[src/design/pbf_pkg.sv]
// pbf_pkg: constants, pin-function kinds and state type for the port b
// pin function select block. assumes a 16-pin port, 16-bit registers.
//
// Contract
// - direction bit n governs port pin n, bits fifteen down to zero.
// - port, timer capture/compare, serial clock: direction 1 output, 0 input.
// - direction bit ignored for every other selected function.
// - direction register is 16 bits, readable and writable.
// - direction clears on power-on reset only, kept otherwise.
// - both function-select registers clear on power-on reset only.
// - high register serves pins 15..8, low register 7..0, two bits each.
// - pin 15: port, interrupt 7, reserved, pattern 15.
// - pin 14: port, interrupt 6, reserved, pattern 14.
// - pin 13: port, interrupt 5, serial 1 clock, pattern 13.
// - pin 12: port, interrupt 4, serial 0 clock, pattern 12.
// - pin 11: port, reserved, serial 1 transmit, pattern 11.
// - pin 10: port, reserved, serial 1 receive, pattern 10.
// - pin 9: port, reserved, serial 0 transmit, pattern 9.
// - pin 8: port, reserved, serial 0 receive, pattern 8.
// - low register: code 00 port, code 11 matching pattern output.
`default_nettype none

package pbf_pkg;

    // ----------------------------------------------------------------
    // register map
    // ----------------------------------------------------------------
    localparam logic [1:0]  ADDR_DIR  = 2'h0;
    localparam logic [1:0]  ADDR_FHI  = 2'h1;
    localparam logic [1:0]  ADDR_FLO  = 2'h2;
    localparam logic [1:0]  ADDR_DATA = 2'h3;
    localparam logic [15:0] RST_DIR   = 16'h0000;
    localparam logic [15:0] RST_FSEL  = 16'h0000;
    localparam logic [15:0] RST_DATA  = 16'h0000;
    localparam logic [15:0] RD_NONE   = 16'h0000;

    // ----------------------------------------------------------------
    // field layout and codes
    // ----------------------------------------------------------------
    localparam int          NUM_PINS   = 16;
    localparam int          HALF_PINS  = 8;
    localparam int          FIELD_W    = 2;
    localparam logic [1:0]  FN_PORT    = 2'h0;
    localparam logic [1:0]  FN_ALT1    = 2'h1;
    localparam logic [1:0]  FN_ALT2    = 2'h2;
    localparam logic [1:0]  FN_PATTERN = 2'h3;
    localparam logic        IDLE_HIGH  = 1'b1;
    localparam logic        IDLE_LOW   = 1'b0;

    typedef enum logic [3:0] {
        KIND_PORT, KIND_IRQ, KIND_PATTERN, KIND_TX, KIND_RX,
        KIND_SCK, KIND_TCC, KIND_TOUT, KIND_TCLK, KIND_NONE
    } pbf_kind_t;

    typedef struct packed {
        logic [15:0] dir;
        logic [15:0] fhi;
        logic [15:0] flo;
        logic [15:0] data;
        logic [15:0] rdData;
        logic [15:0] padOut;
        logic [15:0] padOe;
        logic [3:0]  irq;
        logic [1:0]  rx;
        logic [1:0]  sckIn;
        logic [5:0]  tcc;
        logic [1:0]  tclk;
    } pbf_state_t;

    // function of a pin for a given two-bit code
    function automatic pbf_kind_t pbf_pin_kind(input int pin, input logic [1:0] code);
        pbf_kind_t k;
        k = KIND_NONE;
        case (code)
            FN_PORT:    k = KIND_PORT;
            FN_PATTERN: k = KIND_PATTERN;
            FN_ALT1:
            begin
                if (pin >= 12)
                    k = KIND_IRQ;
                else if (pin == 6 || pin == 7)
                    k = KIND_TCLK;
            end
            FN_ALT2:
            begin
                if (pin <= 5)
                    k = KIND_TCC;
                else if (pin <= 7)
                    k = KIND_TOUT;
                else if (pin == 8 || pin == 10)
                    k = KIND_RX;
                else if (pin == 9 || pin == 11)
                    k = KIND_TX;
                else if (pin == 12 || pin == 13)
                    k = KIND_SCK;
            end
            default:    k = KIND_NONE;
        endcase
        return k;
    endfunction : pbf_pin_kind

endpackage : pbf_pkg

`default_nettype wire

[src/design/pbf_pin_cell.sv]
// pbf_pin_cell: per-pin drive decision from the selected function.
// assumes kind is already decoded; purely combinational.
`timescale 1ns/100ps
`default_nettype none

module pbf_pin_cell
    import pbf_pkg::*;
(
    input  wire pbf_kind_t kind,        // selected pin function
    input  wire logic      dirBit,      // direction bit, 1 = output
    input  wire logic      portBit,     // port output latch
    input  wire logic      patternBit,  // pattern generator output
    input  wire logic      altOut,      // peripheral output for this pin
    output logic           padOe,       // drive enable
    output logic           padOut,      // drive level
    output logic           feedIn       // pad routed to a peripheral
);

    always_comb
    begin
        padOe  = 1'b0;
        padOut = 1'b0;
        feedIn = 1'b0;
        case (kind)
            KIND_PORT:
            begin
                padOe  = dirBit;
                padOut = dirBit & portBit;
            end
            KIND_TCC, KIND_SCK:
            begin
                padOe  = dirBit;
                padOut = dirBit & altOut;
                feedIn = ~dirBit;
            end
            KIND_PATTERN:
            begin
                padOe  = 1'b1;
                padOut = patternBit;
            end
            KIND_TX, KIND_TOUT:
            begin
                padOe  = 1'b1;
                padOut = altOut;
            end
            KIND_IRQ, KIND_RX, KIND_TCLK:
                feedIn = 1'b1;
            // reserved code: input, nothing connected
            default:
                feedIn = 1'b0;
        endcase
    end

endmodule : pbf_pin_cell

`default_nettype wire

[src/design/pbf_port_b_select.sv]
// pbf_port_b_select: port b direction, function select and data registers
// plus pad muxing. assumes pads resolved outside from padOe/padOut, and
// all inputs synchronous to sys_clk; rst_b stands for power-on reset.
//
// The address-and-strobe port and the address map were left to the implementer.
`timescale 1ns/100ps
`default_nettype none

module pbf_port_b_select
    import pbf_pkg::*;
(
    input  wire logic        sys_clk,           // 100 MHz clock
    input  wire logic        rst_b,             // power-on reset, active low
    input  wire logic [1:0]  regAddr,           // register index
    input  wire logic [15:0] regWdata,          // write data
    input  wire logic        regWr,             // write strobe
    input  wire logic        regRd,             // read strobe
    output logic      [15:0] regRdata,          // read data, cycle after strobe
    input  wire logic [15:0] padIn,             // pad levels
    output logic      [15:0] padOut,            // pad drive levels
    output logic      [15:0] padOe,             // pad drive enables
    input  wire logic [15:0] patternOutSrc,     // pattern generator bits
    input  wire logic [1:0]  serialTransmitOut, // serial transmit data
    input  wire logic [1:0]  serialClockOut,    // serial clock out
    input  wire logic [5:0]  timerCcOut,        // timer compare out, pins 5..0
    input  wire logic [1:0]  timerCmpOut,       // timer compare out, pins 7..6
    output logic      [3:0]  extInterruptIn,    // interrupt inputs 7..4
    output logic      [1:0]  serialReceiveIn,   // serial receive data
    output logic      [1:0]  serialClockIn,     // serial clock in
    output logic      [5:0]  timerCcIn,         // timer capture in, pins 5..0
    output logic      [1:0]  timerClockIn       // timer clock in, pins 7..6
);

    // ----------------------------------------------------------------
    // state
    // ----------------------------------------------------------------
    localparam pbf_state_t ST_RESET = '{
        dir:    RST_DIR,
        fhi:    RST_FSEL,
        flo:    RST_FSEL,
        data:   RST_DATA,
        rdData: RD_NONE,
        padOut: 16'h0000,
        padOe:  16'h0000,
        irq:    4'hf,
        rx:     2'h3,
        sckIn:  2'h3,
        tcc:    6'h00,
        tclk:   2'h0
    };

    pbf_state_t  st;
    pbf_state_t  next_st;
    pbf_kind_t   kind [NUM_PINS];
    logic [15:0] cellOe;
    logic [15:0] cellOut;
    logic [15:0] feedIn;
    logic [15:0] altOut;

    assign altOut = {2'b00, serialClockOut, serialTransmitOut[1], 1'b0,
                     serialTransmitOut[0], 1'b0, timerCmpOut, timerCcOut};

    // ----------------------------------------------------------------
    // per-pin decode
    // ----------------------------------------------------------------
    genvar gi;
    generate
        for (gi = 0; gi < NUM_PINS; gi++)
        begin : g_pin
            if (gi >= HALF_PINS)
            begin : g_hi
                assign kind[gi] = pbf_pin_kind(gi, st.fhi[FIELD_W*(gi-HALF_PINS) +: FIELD_W]);
            end
            else
            begin : g_lo
                assign kind[gi] = pbf_pin_kind(gi, st.flo[FIELD_W*gi +: FIELD_W]);
            end

            pbf_pin_cell u_cell (
                .kind       (kind[gi]),
                .dirBit     (st.dir[gi]),
                .portBit    (st.data[gi]),
                .patternBit (patternOutSrc[gi]),
                .altOut     (altOut[gi]),
                .padOe      (cellOe[gi]),
                .padOut     (cellOut[gi]),
                .feedIn     (feedIn[gi])
            );
        end
    endgenerate

    // ----------------------------------------------------------------
    // next state
    // ----------------------------------------------------------------
    always_comb
    begin
        next_st        = st;
        next_st.rdData = RD_NONE;
        // only power-on reset clears these; otherwise only a register write changes them
        if (regWr)
        begin
            case (regAddr)
                ADDR_DIR:  next_st.dir  = regWdata;
                ADDR_FHI:  next_st.fhi  = regWdata;
                ADDR_FLO:  next_st.flo  = regWdata;
                ADDR_DATA: next_st.data = regWdata;
                default:   next_st.data = st.data;
            endcase
        end
        if (regRd)
        begin
            case (regAddr)
                ADDR_DIR:  next_st.rdData = st.dir;
                ADDR_FHI:  next_st.rdData = st.fhi;
                ADDR_FLO:  next_st.rdData = st.flo;
                // output pins echo the latch, others the pad
                ADDR_DATA: next_st.rdData = (st.dir & st.data) | (~st.dir & padIn);
                default:   next_st.rdData = RD_NONE;
            endcase
        end
        next_st.padOe  = cellOe;
        next_st.padOut = cellOut;
        // interrupts 7..4 on pins 15..12
        for (int k = 0; k < 4; k++)
        begin
            next_st.irq[k] = (kind[12+k] == KIND_IRQ) ? padIn[12+k] : IDLE_HIGH;
        end
        // serial clocks on pins 13/12, receive on pins 10/8
        for (int k = 0; k < 2; k++)
        begin
            next_st.sckIn[k] = (kind[12+k] == KIND_SCK && feedIn[12+k]) ?
                               padIn[12+k] : IDLE_HIGH;
            next_st.rx[k]    = (kind[8+2*k] == KIND_RX) ? padIn[8+2*k] : IDLE_HIGH;
            next_st.tclk[k]  = (kind[6+k] == KIND_TCLK) ? padIn[6+k] : IDLE_LOW;
        end
        for (int k = 0; k < 6; k++)
        begin
            next_st.tcc[k] = (kind[k] == KIND_TCC && feedIn[k]) ? padIn[k] : IDLE_LOW;
        end
    end

    always_ff @(posedge sys_clk or negedge rst_b)
    begin
        if (!rst_b)
            st <= ST_RESET;
        else
            st <= next_st;
    end

    // ----------------------------------------------------------------
    // outputs
    // ----------------------------------------------------------------
    assign regRdata        = st.rdData;
    assign padOut          = st.padOut;
    assign padOe           = st.padOe;
    assign extInterruptIn  = st.irq;
    assign serialReceiveIn = st.rx;
    assign serialClockIn   = st.sckIn;
    assign timerCcIn       = st.tcc;
    assign timerClockIn    = st.tclk;

    // ----------------------------------------------------------------
    // checks
    // ----------------------------------------------------------------
    property p_dir_write;
        @(posedge sys_clk) disable iff (!rst_b)
        (regWr && regAddr == ADDR_DIR) |=> (st.dir == $past(regWdata));
    endproperty
    a_dir_write: assert property (p_dir_write)
        else $error("direction register did not take written value");

    property p_dir_hold;
        @(posedge sys_clk) disable iff (!rst_b)
        !(regWr && regAddr == ADDR_DIR) |=> $stable(st.dir);
    endproperty
    a_dir_hold: assert property (p_dir_hold)
        else $error("direction register changed without a write");

    property p_fsel_hold;
        @(posedge sys_clk) disable iff (!rst_b)
        !(regWr && (regAddr == ADDR_FHI || regAddr == ADDR_FLO)) |=>
            $stable(st.fhi) && $stable(st.flo);
    endproperty
    a_fsel_hold: assert property (p_fsel_hold)
        else $error("function select changed without a write");

    property p_read_fhi;
        @(posedge sys_clk) disable iff (!rst_b)
        (regRd && regAddr == ADDR_FHI) |=> (regRdata == $past(st.fhi)) ##1
            (regRdata == RD_NONE || $past(regRd));
    endproperty
    a_read_fhi: assert property (p_read_fhi)
        else $error("high function select read back wrong");

    generate
        for (gi = 0; gi < NUM_PINS; gi++)
        begin : g_chk
            property p_dir_governs;
                @(posedge sys_clk) disable iff (!rst_b)
                (kind[gi] == KIND_PORT || kind[gi] == KIND_TCC || kind[gi] == KIND_SCK)
                    |=> (padOe[gi] == $past(st.dir[gi]));
            endproperty
            a_dir_governs: assert property (p_dir_governs)
                else $error("pad enable does not follow direction bit");

            property p_fixed_dir;
                @(posedge sys_clk) disable iff (!rst_b)
                (kind[gi] != KIND_PORT && kind[gi] != KIND_TCC && kind[gi] != KIND_SCK)
                    |=> (padOe[gi] == ($past(kind[gi]) == KIND_PATTERN ||
                                       $past(kind[gi]) == KIND_TX ||
                                       $past(kind[gi]) == KIND_TOUT));
            endproperty
            a_fixed_dir: assert property (p_fixed_dir)
                else $error("fixed function pad enable wrong");
        end
    endgenerate

    property p_ext_interrupt_in_7;
        @(posedge sys_clk) disable iff (!rst_b)
        (st.fhi[15:14] == FN_ALT1) |=> (extInterruptIn[3] == $past(padIn[15]));
    endproperty
    a_ext_interrupt_in_7: assert property (p_ext_interrupt_in_7)
        else $error("pin 15 interrupt input not routed");

    property p_serial1_clock_io;
        @(posedge sys_clk) disable iff (!rst_b)
        (st.fhi[11:10] == FN_ALT2 && !st.dir[13]) |=> (serialClockIn[1] == $past(padIn[13]));
    endproperty
    a_serial1_clock_io: assert property (p_serial1_clock_io)
        else $error("pin 13 serial clock input not routed");

    property p_tx1;
        @(posedge sys_clk) disable iff (!rst_b)
        (st.fhi[7:6] == FN_ALT2) |=> padOe[11] && (padOut[11] == $past(serialTransmitOut[1]));
    endproperty
    a_tx1: assert property (p_tx1)
        else $error("pin 11 transmit output not driven");

    property p_reserved11;
        @(posedge sys_clk) disable iff (!rst_b)
        (st.fhi[7:6] == FN_ALT1) |=> !padOe[11];
    endproperty
    a_reserved11: assert property (p_reserved11)
        else $error("reserved code drives pin 11");

    property p_pattern0;
        @(posedge sys_clk) disable iff (!rst_b)
        (st.flo[1:0] == FN_PATTERN) |=> padOe[0] && (padOut[0] == $past(patternOutSrc[0]));
    endproperty
    a_pattern0: assert property (p_pattern0)
        else $error("pin 0 pattern output not driven");

    property p_fhi_write;
        @(posedge sys_clk) disable iff (!rst_b)
        (regWr && regAddr == ADDR_FHI) |=> (st.fhi == $past(regWdata));
    endproperty
    a_fhi_write: assert property (p_fhi_write)
        else $error("high function select did not take written value");

    property p_flo_write;
        @(posedge sys_clk) disable iff (!rst_b)
        (regWr && regAddr == ADDR_FLO) |=> (st.flo == $past(regWdata));
    endproperty
    a_flo_write: assert property (p_flo_write)
        else $error("low function select did not take written value");

    property p_read_dir;
        @(posedge sys_clk) disable iff (!rst_b)
        (regRd && regAddr == ADDR_DIR) |=> (regRdata == $past(st.dir));
    endproperty
    a_read_dir: assert property (p_read_dir)
        else $error("direction register read back wrong");

    property p_ext_interrupt_in_6;
        @(posedge sys_clk) disable iff (!rst_b)
        (st.fhi[13:12] == FN_ALT1) |=> (extInterruptIn[2] == $past(padIn[14]));
    endproperty
    a_ext_interrupt_in_6: assert property (p_ext_interrupt_in_6)
        else $error("pin 14 interrupt input not routed");

    property p_reserved15;
        @(posedge sys_clk) disable iff (!rst_b)
        (st.fhi[15:14] == FN_ALT2) |=> !padOe[15] && extInterruptIn[3];
    endproperty
    a_reserved15: assert property (p_reserved15)
        else $error("reserved code on pin 15 drives or feeds");

    property p_serial0_clock_io;
        @(posedge sys_clk) disable iff (!rst_b)
        (st.fhi[9:8] == FN_ALT2 && !st.dir[12]) |=> (serialClockIn[0] == $past(padIn[12]));
    endproperty
    a_serial0_clock_io: assert property (p_serial0_clock_io)
        else $error("pin 12 serial clock input not routed");

    property p_rx1;
        @(posedge sys_clk) disable iff (!rst_b)
        (st.fhi[5:4] == FN_ALT2) |=> !padOe[10] && (serialReceiveIn[1] == $past(padIn[10]));
    endproperty
    a_rx1: assert property (p_rx1)
        else $error("pin 10 receive input not routed");

    property p_tx0;
        @(posedge sys_clk) disable iff (!rst_b)
        (st.fhi[3:2] == FN_ALT2) |=> padOe[9] && (padOut[9] == $past(serialTransmitOut[0]));
    endproperty
    a_tx0: assert property (p_tx0)
        else $error("pin 9 transmit output not driven");

    property p_rx0;
        @(posedge sys_clk) disable iff (!rst_b)
        (st.fhi[1:0] == FN_ALT2) |=> !padOe[8] && (serialReceiveIn[0] == $past(padIn[8]));
    endproperty
    a_rx0: assert property (p_rx0)
        else $error("pin 8 receive input not routed");

endmodule : pbf_port_b_select

`default_nettype wire

[config.mk]
export PLATFORM = sky130hd
export DESIGN_NAME = pbf_port_b_select
export DESIGN_NICKNAME = d
export VERILOG_FILES = /design/src/design/pbf_pkg.sv /design/src/design/pbf_pin_cell.sv /design/src/design/pbf_port_b_select.sv
export SDC_FILE = /design/constraint.sdc
export NUM_CORES = 1
export LEC_CHECK = 0
export BUFFER_PORTS_ARGS = -buffer_cell sky130_fd_sc_hd__clkbuf_2
export CAP_MARGIN = 20
export CORE_MARGIN = 8
export CORE_UTILIZATION = 52
export DETAILED_ROUTE_END_ITERATION = 16
export GPL_TIMING_DRIVEN = 0
export PLACE_DENSITY_LB_ADDON = 0.1
export SLEW_MARGIN = 20
export SYNTH_ARGS = -nofsm -noshare
export SYNTH_HDL_FRONTEND = slang
export SYNTH_SLANG_ARGS = --single-unit
[constraint.sdc]
create_clock -name sys_clk -period 3.4 [get_ports sys_clk]
set_input_delay 0.34 -clock sys_clk [delete_from_list [all_inputs] [get_ports sys_clk]]
set_output_delay 0.34 -clock sys_clk [all_outputs]
set_load 0.02 [all_outputs]
# Word-level counts from Yosys, hierarchy flattened

Cells that the tools add are included.

Register bits: 128
Word-level logic and storage cells: 384
Output and inout bits: 64
Bits of input ports: 66

Reductions and logical operators: 109
Bitwise logic cells: 40
Equal/unequal tests: 149
Multiplexer cells: 74

Operators by type and width:

| kind               | number |
|---|---|
| $eq 4x3->1 const B | 58 |
| $pmux 4 s3         | 12 |
| $eq 4x2->1 const B | 32 |
| $reduce_or 3->1    | 40 |
| $eq 2x2->1 const B | 32 |
| $logic_not 4->1    | 16 |
| $pmux 16 s4        | 1 |
| $pmux 4 s4         | 4 |
| $pmux 1 s2         | 28 |
| $pmux 1 s4         | 12 |
| $reduce_or 2->1    | 24 |
| $eq 4x1->1 const B | 10 |
| $eq 4x4->1 const B | 10 |
| $logic_not 2->1    | 17 |
| $and 16x16->16     | 2 |
| $and 1x1->1        | 28 |
| $mux 1             | 16 |
| $mux 16            | 1 |
| $not 16->16        | 1 |
| $or 16x16->16      | 1 |
| $eq 2x1->1 const B | 7 |
| $logic_and 1x1->1  | 8 |
| $not 1->1          | 8 |
| $reduce_and 2->1   | 4 |

# Logic depth before layout (Yosys ltp)

Gate-level depths: netlist (run 1).

Depth in word-level cells: 7
Depth in mapped cells: 5
Mapped depth without buffers: 5

# Cells and area by module

Synthesis (run 1) repeated with hierarchy kept, for this count alone.

Cells, all modules: 793
Area, all modules: 8197.9 um^2

By module, submodules not included:

| module            | sequential area each (um^2) | times used | area an instance (um^2) | cells an instance |
|---|---|---|---|---|
| pbf_port_b_select | 3213.1                      | 1          | 5775.5                  | 441 |
| pbf_pin_cell      | 0.0                         | 16         | 151.4                   | 22 |

# Worst setup path before layout (run 1)

OpenSTA, ideal clock, no wires.

Path kind: in2reg
Start point: in regAddr[0]
End point: reg st[117] (netlist bit)
Setup slack: 1.937 ns
Arrival time: 1.338 ns
Stages on the path: 4
Data required time: 3.275 ns
Setup time: 0.125 ns
Path buffers: 2
Cells stage by stage: buf_2 nor3b_4 buf_8 mux2_2

Word-level cells in the longest chain between the ends: 2

Ends and longest elaborated chain:

| item                       | line                     | text |
|---|---|---|
| start: declaration         | pbf_port_b_select.sv:14  | `input wire logic [1:0] regAddr,` |
| $logic_not 2->1            | pbf_port_b_select.sv:102 | `case (regAddr)` |
| $reduce_and 2->1 (no line) | -                        |  |
| end signal: assignment     | pbf_port_b_select.sv:147 | `st <= next_st;` |
| end: declaration           | pbf_port_b_select.sv:52  | `pbf_state_t st;` |

Every way passes these cells.
A chain may end at the register's enable or synchronous reset.

# Worst setup path after layout (run 1)

Start point: reg st[106] (netlist bit)
End point: reg st, in the netlist padOut[13]

Word-level cells in the longest chain between the ends: 5
Elaborated cells between the ends (all ways): 14
Classes of those cells: eq/ne: 8; mux: 2; reduce/logical: 4

Ends and longest elaborated chain:

| item                                            | line               | text |
|---|---|---|
| $eq 2x2->1, or another cell as far along        | pbf_pkg.sv:74      | `case (code)` |
| $pmux 4 s4 *                                    | pbf_pkg.sv:74      |  |
| $eq 4x2->1 / $eq 4x3->1 (equally long branches) | pbf_pin_cell.sv:24 | `case (kind)` |
| $reduce_or 2->1                                 | pbf_pin_cell.sv:24 |  |
| $pmux 1 s4 *                                    | pbf_pin_cell.sv:24 |  |
| via g_pin[13].u_cell.padOut                     | pbf_pin_cell.sv:15 | `output logic padOut,` |

Mark *: on every way through the listed nets, which the timed path passes. The rest lies on a longest branch. The select of a mux whose other input is x is not followed.

==> impl_metrics.json, run 1 <==
{
  "outcome": "finished clean",
  "core_um2": 11860,
  "synth_top_area_frac": 0.4802,
  "path_max_fanout": 8,
  "synth_seq_cells": 128,
  "fin_nets": 757,
  "cts_tree": "done",
  "postCtsSetupBuffers": 0,
  "worstPathArrival_ns": 1.89,
  "postSynthAreaPerCell_um2": 12.19,
  "worst_pin_slew_ns": 0.7457,
  "root_buffer": "clkbuf_16",
  "instances_no_fill": 822,
  "htreeDepth": 4,
  "diodes": 0,
  "finClkSkew_ns": 0.006896,
  "yosys.cell_count.top_type": "dfrtp_1",
  "ys_types": 35,
  "reg2reg_depth": 5,
  "dr.pass1.iters": 4,
  "antenna_left": 0,
  "start_util": 0.5272,
  "peakVddDrop_mv": 0.3371,
  "grt_util_all_layers": 0.1886,
  "synth.area.top_cells": "dfrtp_1 (48%), mux2_2 (13%), buf_4 (8.2%)",
  "syn_nets": 607,
  "holdPathStages": 2,
  "fin_setup_tns_ns": 0,
  "grt_pass1_vias": 4494,
  "syn_to_final_growth_pct": 22.97,
  "clk_pin_slew_worst_paths_ns": 0.05,
  "dieArea_um2": 15790,
  "power_density_nw_per_um2": 638.6,
  "period_needed_ns": 1.592,
  "chipWidth_um": 125.7,
  "synth_common_cells": "dfrtp_1 (120), mux2_2 (71), buf_4 (68)",
  "synthesis.area_um2": 6253,
  "dp_cells": 790,
  "slew-limit-headroom": 0.5029,
  "ys_seq_area_frac": 0.5138,
  "m1WireLength_um": 6063,
  "clk_latency_ns": 0.41,
  "final_hold_viol_count": 0,
  "async_flop_share": 1.000,
  "die_y_um": 125.7,
  "drc": 0,
  "crit_path_end_kind": "register",
  "wl_per_cell_um": 17.77,
  "drt-initial-drc-count": 292,
  "synthFlopType": "dfrtp_1",
  "rows": 40,
  "cap_violations": 0,
  "drive_gt1_frac": 0.4681,
  "synth_edf_count": 0,
  "clockBufferDepth": 2,
  "vias_per_cell": 5.113,
  "slew_violations": 0,
  "fillers": 924,
  "critPathKind": "reg -> reg",
  "grt_pass1_wl_um": 23140,
  "place.port_buffers": 129,
  "netlist_instances": 513,
  "p_leak_uw": 0.003902,
  "wl_met2_um": 7508,
  "max_freq_ghz": 0.6280,
  "yosys_warnings": 0,
  "rsz0062_at_grt": "false",
  "cts.sinks": 128,
  "antenna_found_initial": 0,
  "grt_start_max_net_pins": 95,
  "cts_buffers": 17,
  "grt_overflow": 0,
  "wirelength_um": 14610,
  "dr_total_vias": 4203,
  "place.gp.congestion": 0.7730,
  "hp-class": "in -> reg",
  "dp.final_hpwl_um": 10500,
  "cp.required_ns": 3.70,
  "top_layer": "met4",
  "ios": 130,
  "setup_viol": 0,
  "wl_met3_um": 828,
  "yosysTopAreaCell": "dfrtp_1",
  "finalCritPeriodShare": 0.4683,
  "crit_path_start_kind": "register"
}
[per-stage QoR]
stage	instance area (µm²)	hold slack, ns	setup slack (ns)	utilization	power, µW
after global placement	7083	0.4873	0.01172	0.5972	3179
after detailed placement	7119	0.2637	1.483	0.6002	3226
after global routing	7690	0.1423	1.709	0.6483	5148
after CTS	7690	0.1286	1.809	0.6483	4965
after floorplan	6254	0.04441	1.937	-	2834
final	7690	0.1427	1.808	0.6483	4911
[logic make-up after synthesis]
family | synth area share
adder cells (fa/ha/maj) | 0.05602
buffers and inverters | 0.1006
AND/OR/NAND/NOR | 0.09144
AO/OA/AOI/OAI | 0.07503
multiplexers | 0.1631
flip-flops | 0.5138
[metal layers]
metal / GRT usage / vias up
li1: - / 2023
met2: 0.3284 / 92
met5: 0 / -
met1: 0.2129 / 2074
met4: 0.06948 / 0
met3: 0.05907 / 14
[timing repair]
| action | in CTS | in global routing |
|---|---|---|
| resized for setup | 0 | 0 |
| hold endpoints to repair | 29 | 0 |
| hold buffers | 1 | 0 |
[critical path, cell delays in order, from the launching register on]
cell	delay, ns
dfrtp_1	0.49
inv_1	0.16
ha_1	0.21
mux2_2	0.34
a32oi_1	0.20
nor2_1	0.06
[final cells by class]
type | count | area [µm²] | area share
sequential | 128 | 3213 | 0.4178
clock inverter | 6 | 55.05 | 0.007159
clock buffer | 25 | 505.5 | 0.06573
buffer | 77 | 569.3 | 0.07403
multi-input combinational | 292 | 2411 | 0.3135
timing repair buffer | 131 | 691.9 | 0.08998
inverter | 16 | 60.06 | 0.007810
tap | 147 | 183.9 | 0.02392
[state kept, by name, summed over array words and instances (netlist names)]
name,count
regRdata,16
padOe,16
timerCcIn,6
serialReceiveIn,2
st,64
extInterruptIn,4
timerClockIn,2
serialClockIn,2
padOut,16
[power breakdown]
group          leakage [µW]  switching (µW)  internal [µW]
registers           0.00156             245           1810
clock network      0.000283             627           1090
logic               0.00206             550            591
[placed cells by master (no fill, tap or decap), types with 2 or more instances in the layout]
| cell type | synthesis | routed |
|---|---|---|
| a211o_1 | 2 | 2 |
| a211oi_1 | 12 | 12 |
| a21o_1 | 8 | 8 |
| a21oi_1 | 4 | 4 |
| a311oi_1 | 5 | 5 |
| a32oi_1 | 6 | 6 |
| and3_1 | 4 | 4 |
| buf_2 | 5 | 5 |
| buf_4 | 68 | 68 |
| clkbuf_1 | 2 | 5 |
| clkbuf_16 | 0 | 17 |
| clkbuf_2 | 0 | 128 |
| clkbuf_8 | 0 | 6 |
| clkinv_2 | 0 | 5 |
| dfrtp_1 | 120 | 120 |
| dfstp_2 | 8 | 8 |
| ha_1 | 28 | 28 |
| inv_1 | 16 | 16 |
| mux2_2 | 71 | 71 |
| mux2i_1 | 22 | 22 |
| nand2_1 | 27 | 27 |
| nand2b_1 | 23 | 23 |
| nand3_1 | 8 | 8 |
| nand4b_1 | 2 | 2 |
| nor2_1 | 22 | 22 |
| nor2b_1 | 5 | 5 |
| nor3_1 | 2 | 2 |
| nor3b_1 | 7 | 7 |
| o21a_1 | 3 | 3 |
| o21ai_0 | 15 | 15 |
| o21bai_1 | 7 | 7 |
| o32ai_1 | 4 | 4 |
[final timing paths]
path,slack (ns),to,from
setup / recovery,1.81,padOut[13],st[106]
hold / removal,0.14,serialReceiveIn[1],padIn[10]
setup reg to reg,1.81,padOut[13],st[106]
hold reg to reg,0.50,st[70],st[70]
max in group asynchronous,2.24,serialClockIn[0],rst_b
min in group asynchronous,0.39,padOut[13],rst_b
(Power assumes the default switching activity.)
==> run 2, diff against run 1 <==
Settings changed: ABC_AREA from default to 1, CORE_UTILIZATION 52 to 50.
Clock period 3.4 ns to 1.3 ns, I/O delays scaled along.
==> run 2 against run 1 <==
Compared with the run above: maximum frequency up 25%; area after synthesis shrank 1.4%; setup slack lost 1.8 ns; combinational power increased by 150%; largest power group unchanged.
==> impl_metrics.json, run 2 <==
{
  "outcome": "finished clean",
  "cp.required_ns": 1.60,
  "clk_pin_slew_worst_paths_ns": 0.05,
  "postSynthAreaPerCell_um2": 8.686,
  "root_buffer": "clkbuf_16",
  "hold_end": "padOut[7]",
  "synth_edf_count": 0,
  "drive_gt1_frac": 0.2942,
  "dr.pass1.iters": 5,
  "cp_slowest_cell": "dfrtp_2",
  "slew_violations": 0,
  "vias_per_cell": 5.112,
  "grt_start_max_net_pins": 79,
  "rsz0062_at_grt": "true",
  "multi_input_area_um2": 2125,
  "synth.area.top_cells": "dfrtp_1 (49%), nand2_1 (11%), buf_4 (7.8%)",
  "crit_path_start_kind": "register",
  "place.gp.congestion": 0.8559,
  "syn_nets": 804,
  "worst_pin_slew_ns": 0.5332,
  "power_density_nw_per_um2": 1520,
  "power_uw": 12110,
  "gr-usage-met3": 0.06198,
  "fin_nets": 985,
  "ys_types": 21,
  "reg2reg_depth": 7,
  "path_delay_family": "flip-flops",
  "place.port_buffers": 129,
  "dieArea_um2": 16140,
  "p_leak_uw": 0.004239,
  "max_freq_ghz": 0.7835,
  "dp_cells": 987,
  "clockBufferDepth": 2,
  "grt_pass1_wl_um": 28150,
  "dr_total_vias": 5373,
  "synthFlopType": "dfrtp_1",
  "ios": 130,
  "fin_util": 0.6632,
  "cts_buffers": 17,
  "worstPathArrival_ns": 1.58,
  "cp.buffers_inverters": 2,
  "wirelength_um": 17410,
  "dp_slack_ns": -0.1553,
  "dp.final_hpwl_um": 11970,
  "layout_commonest_cell": "nand2_1",
  "busiest_layer": "met2",
  "largest_reg_flops": 64,
  "chipWidth_um": 127.1,
  "htreeDepth": 4,
  "rows": 40,
  "async_flop_share": 1.000,
  "setup_viol": 0,
  "ys_seq_area_frac": 0.5210,
  "grt_util_met1": 0.2632,
  "met2_usage": 0.3802,
  "die_y_um": 127.1,
  "instances_no_fill": 1051,
  "synth_seq_cells": 128,
  "fin_setup_tns_ns": 0,
  "cts.sinks": 128,
  "cts_tree": "done",
  "finalCritPeriodShare": 0.9818,
  "critPathKind": "reg -> reg",
  "peakVddDrop_mv": 0.8194,
  "synth_top_area_frac": 0.4869,
  "grt_util_all_layers": 0.2227,
  "start_util": 0.5134,
  "grt_pass1_vias": 5612,
  "hp-class": "in -> reg",
  "synth_common_cells": "nand2_1 (173), dfrtp_1 (120), inv_1 (71)",
  "yosys.cell_count.top_type": "nand2_1",
  "cap_violations": 0,
  "yosysTopAreaCell": "dfrtp_1",
  "reg2reg_to": "padOut[12]",
  "grt_overflow": 0,
  "slew-limit-headroom": 0.6446,
  "fillers": 1052,
  "netlist_instances": 710,
  "antenna_found_initial": 0,
  "drc": 0,
  "diodes": 0,
  "cpPeakStageDelay_ns": 0.43,
  "period_needed_ns": 1.276,
  "path_max_fanout": 3,
  "synthesis.area_um2": 6167,
  "regArea_um2": 3218,
  "worstReg2RegStart": "st[105]",
  "final_hold_viol_count": 0,
  "path_cells": "buf_4 -> buf_4 -> ha_1 -> nand2_1 -> nand2_1 -> nand3_2 -> a21oi_2",
  "ff2ff_setup_slack_ns": 0.02,
  "yosys_warnings": 0,
  "crit_path_end_kind": "register",
  "finClkSkew_ns": 0.008934,
  "drt-initial-drc-count": 492,
  "syn_to_final_growth_pct": 29.17,
  "hold_start": "patternOutSrc[7]",
  "holdPathStages": 3,
  "core_um2": 12010,
  "regMostFlops": "st",
  "wl_per_cell_um": 16.57,
  "clk_latency_ns": 0.41,
  "setup_ws_ns": 0.02372,
  "antenna_left": 0,
  "layout_common_cells": "nand2_1 (173), clkbuf_2 (120), dfrtp_1 (116)"
}
-- run 2: cell types whose count changed after synthesis, sizes merged, moves of 23 or more --
cell	change
a21oi	+32
nand2b	-23
nand2	+145
inv	+58
mux2	-71
o21ai	+103
-- run 2: cell families after synthesis --
| family | after synthesis | synth area share |
|---|---|---|
| AOI/OAI and AO/OA | 163 | 0.1355 |
| DFF | 128 | 0.5210 |
| buffers and inverters | 158 | 0.1390 |
| adders and majority gates | 28 | 0.05681 |
| and+or+nand+nor | 233 | 0.1477 |
-- run 2: report_power, final --
group	switching (µW)	internal [µW]	total (µW)
clock network	1640	2570	4220
logic	1600	1230	2830
registers	462	4600	5060
total	3710	8400	12100
-- run 2: worst max path at each step --
| stage | start | endpoint | cells after the start |
|---|---|---|---|
| floorplan | st[104] | padOut[12] | 6 |
| global placement | rst_b | regRdata[5] | 1 |
| detailed placement | st[106] | padOut[13] | 7 |
| CTS | extInterruptIn[1] | extInterruptIn[1] | 2 |
| global route | st[107] | padOut[13] | 6 |
| finish | st[105] | padOut[12] | 7 |
-- run 2: area by class of cell --
cell class,count,area share
plain buffers,82,0.07083
clock buffers,26,0.06141
clock inverters,6,0.004241
inverters,74,0.03487
multi-input cells,424,0.2667
flip-flops and latches,128,0.4040
well taps,147,0.02309
repair buffers,164,0.1349
-- run 2: worst min-delay path: cells and delay by family --
| kind | cells | cell delay, ns |
|---|---|---|
| simple gates | 1 | 0.04 |
| compound gates | 1 | 0.11 |
| buf+inv | 1 | 0.08 |
-- run 2: per-stage QoR --
step / instance area (µm²) / hold slack, ns
2_1_floorplan: 6167 / -0.1656
3_3_place_gp: 6997 / 0.3352
3_5_place_dp: 7033 / 0.1030
4_1_cts: 7925 / 0.0005718
5_1_grt: 7966 / 0.02952
6_report: 7966 / 0.005852
-- run 2: per-layer routing --
metal	wire, µm	part of all wire	vias up
li1	-	-	2573
met1	7194	0.41	2546
met2	8501	0.49	227
met3	1353	0.078	27
met4	361	0.021	0
met5	0	0	-
-- run 2: timing repair --
action,4_1_cts,5_1_grt
hold buffers,27,0
setup buffers,6,1
gates resized for setup,19,11
endpoints found under the hold margin,77,0
endpoints found under the setup margin,10,5
==> run 3, diff against run 2 <==
Settings changed: CORE_UTILIZATION 50 to 52, SYNTH_HIERARCHICAL from default to 1.
==> run 3 against run 2 <==
Compared with the run above: the flow now finishes with violations (setup timing); area after synthesis is 33% higher; global-route usage grew 0.32 points; die area up 24%; sequential power is 4% higher; combinational power increased by 110%; largest cell class is now multi-input combinational cells; count of clock-buffer cells in the layout unchanged; power increased by 31%; register-to-register slack got worse by 0.11 ns; setup slack lost 0.11 ns; first-iteration DRC count rose by 4.7%.
==> impl_metrics.json, run 3 <==
{
  "clk_latency_ns": 0.42,
  "slew_violations": 0,
  "fin_util": 0.7081,
  "wl_per_cell_um": 14.17,
  "layout_common_cells": "nand2_1 (261), inv_1 (129), clkbuf_2 (125)",
  "regMostFlops": "st",
  "max_freq_ghz": 0.7218,
  "cap_violations": 0,
  "htreeDepth": 4,
  "path_max_fanout": 4,
  "grt_util_all_layers": 0.2258,
  "dr.pass1.iters": 5,
  "core_um2": 15660,
  "crit_path_end_kind": "register",
  "worstPathArrival_ns": 1.74,
  "worst_pin_slew_ns": 0.6770,
  "drt-initial-drc-count": 515,
  "p_leak_uw": 0.005838,
  "setup_ws_ns": -0.08534,
  "grt_pass1_vias": 7603,
  "wirelength_um": 22540,
  "final_hold_viol_count": 0,
  "clk_pin_slew_worst_paths_ns": 0.06,
  "finClkSkew_ns": 0.005948,
  "rsz0062_at_grt": "true",
  "period_needed_ns": 1.385,
  "grt_start_max_net_pins": 80,
  "yosys_warnings": 6,
  "drc": 0,
  "setup_viol": 18,
  "slew-limit-headroom": 0.5487,
  "clockBufferDepth": 2,
  "cp.required_ns": 1.65,
  "ios": 130,
  "hp-class": "in -> reg",
  "crit_path_start_kind": "register",
  "cts_buffers": 17,
  "vias_per_cell": 4.810,
  "die_y_um": 141.6,
  "antenna_found_initial": 1,
  "chipWidth_um": 141.6,
  "critPathKind": "reg -> reg",
  "fin_nets": 1445,
  "layout_commonest_cell": "nand2_1",
  "root_buffer": "clkbuf_16",
  "dp.final_hpwl_um": 15190,
  "grt_pass1_wl_um": 36150,
  "outcome": "finished with violations",
  "peakVddDrop_mv": 1.036,
  "dr_total_vias": 7652,
  "antenna_left": 0,
  "power_uw": 15820,
  "syn_to_final_growth_pct": 35.23,
  "grt_overflow": 0,
  "postSynthAreaPerCell_um2": 7.419,
  "finalCritPeriodShare": 1.066,
  "cts.sinks": 128,
  "netlist_instances": 1105,
  "dieArea_um2": 20040,
  "place.gp.congestion": 0.8430,
  "place.port_buffers": 129,
  "cts_tree": "done",
  "drive_gt1_frac": 0.4214,
  "largest_reg_flops": 64,
  "rows": 46,
  "start_util": 0.5237,
  "synthesis.area_um2": 8198,
  "violations": "setup timing",
  "fillers": 1294,
  "power_density_nw_per_um2": 1427
}
## run 3: report_power, final
part           switching, µW  internal (µW)
logic                   3380           2660
registers                582           4660
clock network           1720           2820
## run 3: timing repair
item                                    in CTS  in global routing
buffers inserted                            48                 25
resized for setup                           89                 74
pin swaps                                   30                 48
hold endpoints to repair                    62                  0
endpoints found under the setup margin      46                 43
hold buffers                                14                  0
## run 3: critical path, stage by stage (launching register included)
cell and delay, ns:
dfrtp_1 0.42, inv_1 0.07, ha_2 0.17, or2_4 0.24
inv_2 0.07, nand2_4 0.04, inv_2 0.04, nand2_2 0.05
a21oi_2 0.11, nand2_1 0.06, nand2_1 0.05
## run 3: final timing paths
kind / from / to / slack, ns / cells after the start
setup / recovery: st[98] / padOut[9] / -0.09 / 10
hold / removal: patternOutSrc[14] / padOut[14] / 0.02 / 5
setup reg to reg: st[98] / padOut[9] / -0.09 / 10
hold reg to reg: st[77] / st[77] / 0.52 / 2
max in group asynchronous: rst_b / st[100] / 0.32 / 3
min in group asynchronous: rst_b / padOut[14] / 0.22 / 2
## run 3: area by class of cell
type,instances,area (µm²),area share
Multi-Input combinational cell,689,4100,0.3699
Sequential cell,128,3239,0.2922
Timing Repair Buffer,217,1500,0.1353
Inverter,221,844.6,0.07619
Buffer,87,574.3,0.05181
Clock buffer,26,499.2,0.04503
Tap cell,216,270.3,0.02438
Clock inverter,6,55.05,0.004966
Antenna cell,1,2.502,0.0002257
## run 3: metrics by stage
stage          instance area (µm²)  hold WS, ns  setup WS [ns]  instances   TNS, ns
6_report                     11090      0.01832       -0.08534       1591   -0.6637
5_1_grt                      11090      0.02631        -0.1795       1591    -2.942
4_1_cts                      10650     0.004491       -0.08598       1565   -0.3933
3_5_place_dp                  9339       0.1166        -0.2901       1474    -6.111
3_3_place_gp                  9303       0.3277         -2.027       1473   -256.18
2_1_floorplan                 8387      -0.1656       -0.01372       1128  -0.02743
## run 3: layer usage
metal	routed length, µm	share of wire	track usage
met1	8890	0.39	0.2610
met2	11850	0.53	0.3993
met3	1155	0.051	0.04368
met4	648	0.029	0.09836
met5	0	0	0
